### config.mk
export PLATFORM = sky130hd
export DESIGN_NAME = rcs_control_status_regs
export DESIGN_NICKNAME = d
export VERILOG_FILES = /design/src/rcs_pkg.sv /design/src/rcs_control_status_regs.sv
export SDC_FILE = /design/constraint.sdc
export NUM_CORES = 1
export LEC_CHECK = 0
export BUFFER_PORTS_ARGS = -buffer_cell sky130_fd_sc_hd__buf_2
export CORE_UTILIZATION = 30
export CTS_CLUSTER_DIAMETER = 60
export CTS_CLUSTER_SIZE = 16
export DETAILED_ROUTE_END_ITERATION = 6
export PLACE_DENSITY = 0.43
export SYNTH_ARGS = -nofsm -noshare
export SYNTH_HDL_FRONTEND = slang
export SYNTH_SLANG_ARGS = --single-unit
### constraint.sdc
create_clock -name clk -period 4 [get_ports clk]
set_input_delay 0.6 -clock clk [delete_from_list [all_inputs] [get_ports clk]]
set_output_delay 0.6 -clock clk [all_outputs]
set_load 0.02 [all_outputs]
### src/rcs_pkg.sv
// Shared constants and carrier types for the clock control/status block.
package rcs_pkg;
    // Register offsets on the indexed register port.
    localparam logic [7:0] OFS_TIMEBASE = 8'h0A;
    localparam logic [7:0] OFS_MODE     = 8'h0B;
    localparam logic [7:0] OFS_FLAGS    = 8'h0C;

    // Field positions in the timebase/rate register.
    localparam int UIP_BIT = 7;
    localparam int TBC_LSB = 4;
    localparam int RS_LSB  = 0;

    // Field positions in the mode register, plus the 32k enable in the flags register.
    localparam int HOLD_BIT  = 7;
    localparam int PIE_BIT   = 6;
    localparam int AIE_BIT   = 5;
    localparam int UIE_BIT   = 4;
    localparam int SQUARE_WAVE_ENABLE_BIT  = 3;
    localparam int DF_BIT    = 2;
    localparam int HF_BIT    = 1;
    localparam int DSE_BIT   = 0;
    localparam int K32E_BIT  = 2;

    // Reset values of the writable registers.
    localparam logic [2:0] TBC_RESET  = 3'h0;
    localparam logic [3:0] RS_RESET   = 4'h0;
    localparam logic [7:0] MODE_RESET = 8'h00;

    // Timebase control patterns.
    localparam logic [2:0] TBC_RUN  = 3'h2;
    localparam logic [2:0] TBC_RUNW = 3'h3;

    // Timing: system clock, doubled timebase, first update delay, lead.
    localparam int CLK_HZ      = 100_000_000;
    localparam int TB_HZ       = 32768;
    localparam int TB_DIV      = CLK_HZ / (2 * TB_HZ);
    localparam int FIRST_MS    = 500;
    localparam int FIRST_TICKS = FIRST_MS * TB_HZ / 1000;
    localparam int UIP_LEAD_US = 244;
    localparam int UIP_LEAD    = (UIP_LEAD_US * TB_HZ + 999999) / 1000000;

    // Register port request.
    typedef struct packed {
        logic [7:0] addr;
        logic [7:0] wdata;
        logic       wr;
        logic       rd;
    } rcs_req_t;

    // Calendar hints from the time counters.
    typedef struct packed {
        logic fallDay;
        logic springDay;
        logic at15959;
    } rcs_time_t;

    // Commands and formats toward the time counters.
    typedef struct packed {
        logic xfer;
        logic setBack;
        logic springFwd;
        logic binaryFmt;
        logic hour24;
    } rcs_cmd_t;
endpackage

### src/rcs_control_status_regs.sv
// Control and status registers of the real-time clock.
`timescale 1ns/10ps
// Function
// - Status bit marks each update cycle.
// - Hold bit forces update status low.
// - Pattern 010 runs oscillator and divider.
// - Pattern 11X runs oscillator, divider stopped.
// - First update 500 ms after start.
// - Rate select picks one shared frequency.
// - Hold bit blocks buffer transfers.
// - Hold bit clears update interrupt enable.
// - Periodic enable gates periodic interrupts.
// - Alarm enable gates alarm interrupts.
// - Update enable gates update interrupts.
// - Square-wave enable drives output, else low unless 32k on.
// - Data format bit selects binary or BCD.
// - Hour format bit selects 24 or 12.
// - October fall-back once past 1:59:59.
// - April spring-forward from 2:00 to 3:00.
// - Combined flag on any enabled event.
// - Reading flags clears all flags.
// - Periodic flag set each periodic interval.
// - Alarm flag set on alarm event.
// - Update flag set at update end.
// - Low four flag bits read zero.
// - Pattern 011 adds writable flags, 32k.
// - Other patterns keep oscillator stopped.
module rcs_control_status_regs (
    input  wire logic         clk,
    input  wire logic         sys_rst,
    input  rcs_pkg::rcs_req_t  busReq,
    output logic [7:0]         rdData_q,
    input  rcs_pkg::rcs_time_t timeIn,
    input  wire logic          alarmEvent,
    output logic               irqOut_q,
    output logic               sqwOut_q,
    output rcs_pkg::rcs_cmd_t  cmd_q
);
    import rcs_pkg::*;

    // Bit index of the divider chain for a rate code.
    function automatic logic [3:0] rateBit(input logic [3:0] rs);
        logic [3:0] idx;
        idx = 4'h0;
        if (rs == 4'h1) begin
            idx = 4'h6;
        end else if (rs == 4'h2) begin
            idx = 4'h7;
        end else if (rs >= 4'h3) begin
            idx = rs - 4'h2;
        end
        return idx;
    endfunction

    localparam logic [10:0] PRE_LAST   = 11'(TB_DIV - 1);
    localparam logic [14:0] CHAIN_LAST = 15'h7FFF;
    localparam logic [14:0] FIRST_LOAD = 15'(32768 - FIRST_TICKS);
    localparam logic [14:0] UIP_POINT  = 15'(32768 - UIP_LEAD);

    logic [2:0]  tbc_q;
    logic [3:0]  rs_q;
    logic [7:0]  mode_q;
    logic [2:0]  evFlags_q;
    logic        k32_q;
    logic [10:0] preCnt_q;
    logic        ph_q;
    logic [14:0] chain_q;
    logic        uip_q;
    logic        rateOld_q;
    logic        fellBack_q;

    // Register port decode.
    wire wrA = busReq.wr && (busReq.addr == OFS_TIMEBASE);
    wire wrB = busReq.wr && (busReq.addr == OFS_MODE);
    wire rdC = busReq.rd && (busReq.addr == OFS_FLAGS);
    wire [2:0] wrTbc = busReq.wdata[TBC_LSB+2:TBC_LSB];

    // Timebase mode decode; any other pattern leaves everything stopped.
    wire oscOn = (tbc_q[2:1] == 2'b01) || (tbc_q[2:1] == 2'b11);
    wire divOn = (tbc_q[2:1] == 2'b01);
    wire flagsWritable = (tbc_q == TBC_RUNW);
    wire wrC = busReq.wr && (busReq.addr == OFS_FLAGS) && flagsWritable;
    wire startDiv = wrA && (wrTbc[2:1] == 2'b01);

    // Timebase ticks at twice and once the 32.768 kHz rate.
    wire tick2 = oscOn && (preCnt_q == PRE_LAST);
    wire tick  = tick2 && ph_q;

    // Update cycle boundaries within each second.
    wire secEnd   = divOn && tick && (chain_q == CHAIN_LAST);
    wire uipStart = divOn && tick && (chain_q == UIP_POINT);
    wire hold     = mode_q[HOLD_BIT];

    // One selected tap feeds both the square wave and the periodic event.
    wire [3:0] tap = rateBit(rs_q);
    wire rateOn  = divOn && (rs_q != 4'h0);
    wire rateLvl = rateOn && chain_q[tap];
    wire pEvent  = rateOn && rateOld_q && !rateLvl;
    wire k32On   = flagsWritable && k32_q;

    // Mode register next value; the hold bit wipes the update enable.
    wire [7:0] modeRaw  = wrB ? busReq.wdata : mode_q;
    wire [7:0] modeNext = {modeRaw[7:5], modeRaw[UIE_BIT] & ~modeRaw[7],
                           modeRaw[3:0]};
    wire [2:0] enNext = {modeNext[PIE_BIT], modeNext[AIE_BIT],
                         modeNext[UIE_BIT]};
    wire [2:0] enQ = {mode_q[PIE_BIT], mode_q[AIE_BIT], mode_q[UIE_BIT]};

    // Event flags: a new event beats a clearing read in the same cycle.
    wire [2:0] ev = {pEvent, alarmEvent, secEnd};
    wire [2:0] flagsBase = wrC ? busReq.wdata[6:4] :
                           (rdC ? 3'h0 : evFlags_q);
    wire [2:0] flagsNext = flagsBase | ev;
    wire       intfHit = |(flagsNext & enNext);
    wire       intfNext = ((rdC || wrC) ? 1'b0 : irqOut_q) ||
                          intfHit;

    // Update status: raised ahead of the cycle, dropped at its end.
    wire uipNext = hold ? 1'b0 :
                   (uipStart ? 1'b1 : (secEnd ? 1'b0 : uip_q));

    // Square-wave output level.
    wire sqwNext = k32On ? ph_q :
                   (mode_q[SQUARE_WAVE_ENABLE_BIT] && rateLvl);

    // Daylight-saving adjustments, issued with the update they replace.
    wire daylight_saving_enable = mode_q[DSE_BIT];
    wire fallNow = secEnd && daylight_saving_enable && timeIn.fallDay && timeIn.at15959 &&
                   !fellBack_q;
    wire springNow = secEnd && daylight_saving_enable && timeIn.springDay &&
                     timeIn.at15959;
    wire fellNext = fallNow || (fellBack_q && timeIn.fallDay);

    // Read multiplexer; the flags view shows values before the clear.
    wire [7:0] regA = {uip_q, tbc_q, rs_q};
    wire [7:0] regC = {irqOut_q, evFlags_q, 4'h0};
    wire [7:0] rdMux = (busReq.addr == OFS_TIMEBASE) ? regA :
                       (busReq.addr == OFS_MODE)     ? mode_q :
                       (busReq.addr == OFS_FLAGS)    ? regC : 8'h00;

    wire [4:0] cmdNext = {secEnd && !hold, fallNow, springNow,
                          mode_q[DF_BIT], mode_q[HF_BIT]};

    // Timebase/rate register; the status bit is not writable.
    always_ff @(posedge clk) begin
        if (sys_rst) begin
            tbc_q <= TBC_RESET;
            rs_q  <= RS_RESET;
        end else if (wrA) begin
            tbc_q <= wrTbc;
            rs_q  <= busReq.wdata[RS_LSB+3:RS_LSB];
        end
    end

    // Mode register.
    always_ff @(posedge clk) begin
        if (sys_rst) begin
            mode_q <= MODE_RESET;
        end else begin
            mode_q <= modeNext;
        end
    end

    // Event flags, combined flag and 32 kHz enable.
    always_ff @(posedge clk) begin
        if (sys_rst) begin
            evFlags_q <= 3'h0;
            irqOut_q  <= 1'b0;
            k32_q     <= 1'b0;
        end else begin
            evFlags_q <= flagsNext;
            irqOut_q  <= intfNext;
            if (wrC) begin
                k32_q <= busReq.wdata[K32E_BIT];
            end
        end
    end

    // Prescaler from the system clock down to the doubled timebase.
    // The ratio is rounded down, so the timebase runs slightly fast.
    always_ff @(posedge clk) begin
        if (sys_rst || !oscOn || tick2) begin
            preCnt_q <= 11'h000;
        end else begin
            preCnt_q <= preCnt_q + 11'h001;
        end
    end

    // Phase flop: halves the doubled tick and forms the 32 kHz wave.
    always_ff @(posedge clk) begin
        if (sys_rst || !oscOn) begin
            ph_q <= 1'b0;
        end else if (tick2) begin
            ph_q <= !ph_q;
        end
    end

    // Divider chain; a start preloads it so the first second is half long.
    always_ff @(posedge clk) begin
        if (sys_rst) begin
            chain_q <= 15'h0000;
        end else if (startDiv) begin
            chain_q <= FIRST_LOAD;
        end else if (!divOn) begin
            chain_q <= 15'h0000;
        end else if (tick) begin
            chain_q <= chain_q + 15'h0001;
        end
    end

    // Update status, tap history and fall-back memory.
    always_ff @(posedge clk) begin
        if (sys_rst) begin
            uip_q      <= 1'b0;
            rateOld_q  <= 1'b0;
            fellBack_q <= 1'b0;
        end else begin
            uip_q      <= uipNext;
            rateOld_q  <= rateLvl;
            fellBack_q <= fellNext;
        end
    end

    // Registered outputs: read data, square wave and counter commands.
    always_ff @(posedge clk) begin
        if (sys_rst) begin
            rdData_q <= 8'h00;
            sqwOut_q <= 1'b0;
            cmd_q    <= '0;
        end else begin
            rdData_q <= busReq.rd ? rdMux : 8'h00;
            sqwOut_q <= sqwNext;
            cmd_q    <= cmdNext;
        end
    end
endmodule

==> impl_metrics.ini <==
[outcome]
status = finished clean

[synth]
synth_top_cell_by_area = dfxtp_1
synth_common_cells = 64 x dfxtp_1, 43 x nor2_1, 32 x nand2_1
synth_seq_cells = 64
yosys_warnings = 0
yosysSeqAreaShare_pct = 42.40
syn_nets = 384
synth.most_common_cell = dfxtp_1
synth_area_leaders = dfxtp_1 42%, nor2_1 5.3%, xor2_1 4.6%
syn_inst = 355
yosys.cell_types.count = 60
asyncSetResetFlopFracSynth_pct = 0
yosysTopAreaCellShare_pct = 42.40
ys.flop_type = dfxtp_1
synth_edf_count = 0
netlist_area_mm2 = 0.003022
postSynthAreaPerCell_um2 = 8.512

[critical_path]
arrival_ns = 2.69
cp_slowest_stage_delay_ns = 0.59
critical_path_required_ns = 4.19
crit_chain = buf_2 -> nor4b_1 -> and2_1 -> nand2_2 -> o21ai_2 -> nor2_1
critical_path.endpoint_type = register
path_max_fanout = 14
slowest_stage = o21ai_2
critPathTopFamily = simple AND/OR/NAND/NOR gates
critPathKind = input pin to register
path_buf_inv = 1
startpoint_type = input pin

[finish]
diodes = 0
syn_to_final_growth_pct = 16.65
nNetsFinal = 416
layout-drive-gt1-share_pct = 16.58
fin_cells = 525
fin_util_pct = 36.06
final_area_mm2 = 0.003525

[timing]
fin_ws_ns = 1.501
setup_viol = 0
rsz0062_at_grt = false
worstMarginPinSlew_ns = 0.9225
period_share_pct = 62.47
drv_slew = 0
clock_skew_ns = 0.01294
fin_worst_hold_slack_ns = 0.4657
fin_crit_ns = 2.499
fin_setup_tns_ns = 0
slew_headroom_pct = 38.23
hold_viol = 0
fmax_mhz = 400.2

[clock_tree]
numCtsBuffers = 9
cts_root_buf = clkbuf_8
h-tree-depth = 3
clk_pin_slew_ns = 0.07
clkLatencyLatePin_ns = 0.34
post_cts_resized = 0
post-cts-setup-buffer-count = 0
cts_hold_buf = 0
clock_sinks = 64
cts.path.max_buffers = 2
cts_tree = yes

[floorplanning]
num_io_pins = 39
rows = 36
die_area_mm2 = 0.01048
die-height_um = 102.4
die_w_um = 102.4
start_util_pct = 30.91
coreArea_mm2 = 0.009774

[route]
ant_nets = 0
drc = 0
vias_per_cell = 4.973
drt_iter0_markers = 151
wirelength_mm = 7.396
first_pass_iters = 4
routedWlPerCell_um = 14.09
routed-via-count = 2611

[flow_run]
maxCapViolCount = 0

[placed_design]
place_congestion = 0.7604
dp_cells = 509
portBuffers = 38
dpl-instance-area_mm2 = 0.003303
dpl.hpwl_mm = 5.340
post-place-ws_ns = 1.156

[power_and_ir_drop]
p_leak_nw = 1.338
power_density_mw_per_mm2 = 367.7
power_mw = 1.296
vdd_drop_max_v = 0.0002261

[global_routing]
grt_pass1_wl_mm = 12.21
antenna_found_initial = 0
globalRouteOverflowTotal = 0
grt_pass1_vias = 2423
grt_max_degree = 30
grt_util_all_layers_pct = 15.42

[min_path]
worstHoldPathType = register to register
final cells by class:
cell class | count | area [um2]
fill | 1033 | 6250
inverter | 11 | 41.29
multi-input combinational | 263 | 1624
tap | 133 | 166.4
sequential | 64 | 1281
clock inverter | 5 | 80.08
timing repair buffer | 38 | 190.2
clock buffer | 11 | 141.4
final timing paths:
path / from / to / slack (ns) / cells past startpoint
worst max-delay path: busReq[12] / chain_q[9]$_SDFFE_PP0N_ / 1.50 / 6
worst max register to register: rs_q[1]$_SDFFE_PP0P_ / irqOut_q$_SDFF_PP0_ / 1.61 / 7
worst min register to register: mode_q[1]$_SDFFE_PP0P_ / mode_q[1]$_SDFFE_PP0P_ / 0.47 / 2
worst min-delay path: mode_q[1]$_SDFFE_PP0P_ / mode_q[1]$_SDFFE_PP0P_ / 0.47 / 2
registers in the layout, summed over array words and instances, names as in the netlist, 3 cells and up:
register and flops:
evFlags_q 3, rs_q 4, chain_q 15, tbc_q 3, rdData_q 8, cmd_q 5
mode_q 8, preCnt_q 11
layer usage:
layer | global-route usage, % | vias to the layer above | wire length (um)
met5 | 0 | - | 0
met3 | 4.104 | 9 | 254
met1 | 21.19 | 1226 | 3735
li1 | - | 1330 | -
met2 | 23.28 | 46 | 3326
met4 | 5.275 | 0 | 80
cells by family (layout without fill, tap and decap cells):
kind of cell / after synthesis / count (layout) / share of synthesized area [%]
AND/OR/NAND/NOR: 161 / 161 / 28.12
AO/OA/AOI/OAI: 68 / 68 / 14.78
flip-flops: 64 / 64 / 42.40
buffers and inverters: 28 / 65 / 3.851
XOR/XNOR: 21 / 21 / 6.087
multiplexers: 8 / 8 / 2.692
adder cells (fa/ha/maj): 5 / 5 / 2.070
cell usage in the layout (no fill, tap or decap), drive strengths merged, types with 3 or more instances in the layout:
cell / count
xnor2: 5
a21o: 3
mux2i: 7
o211ai: 4
dfxtp: 64
and3: 7
clkbuf: 11
a22oi: 11
nor2: 43
xor2: 16
a211oi: 3
or3: 4
and4b: 3
ha: 5
o21ai: 10
and2: 4
nand3: 23
nor2b: 6
nand2: 33
inv: 11
nor3: 8
buf: 38
a21oi: 22
nor4: 4
nor4b: 4
nand4: 8
worst reg2reg max path, delay by kind of cell (launching register included):
kind / cells / cell delay, ns
buffers and inverters: 1 / 0.17
AOI/OAI and AO/OA: 4 / 0.97
DFF: 1 / 0.63
and+or+nand+nor: 1 / 0.08
adders and majority gates: 1 / 0.41
power by group:
part	internal (mW)	total [mW]	switching, mW
clock	0.367	0.626	0.258
combinational	0.0122	0.0317	0.0195
sequential	0.638	0.638	0.000811
No activity file was read; power rests on OpenSTA's default activity.
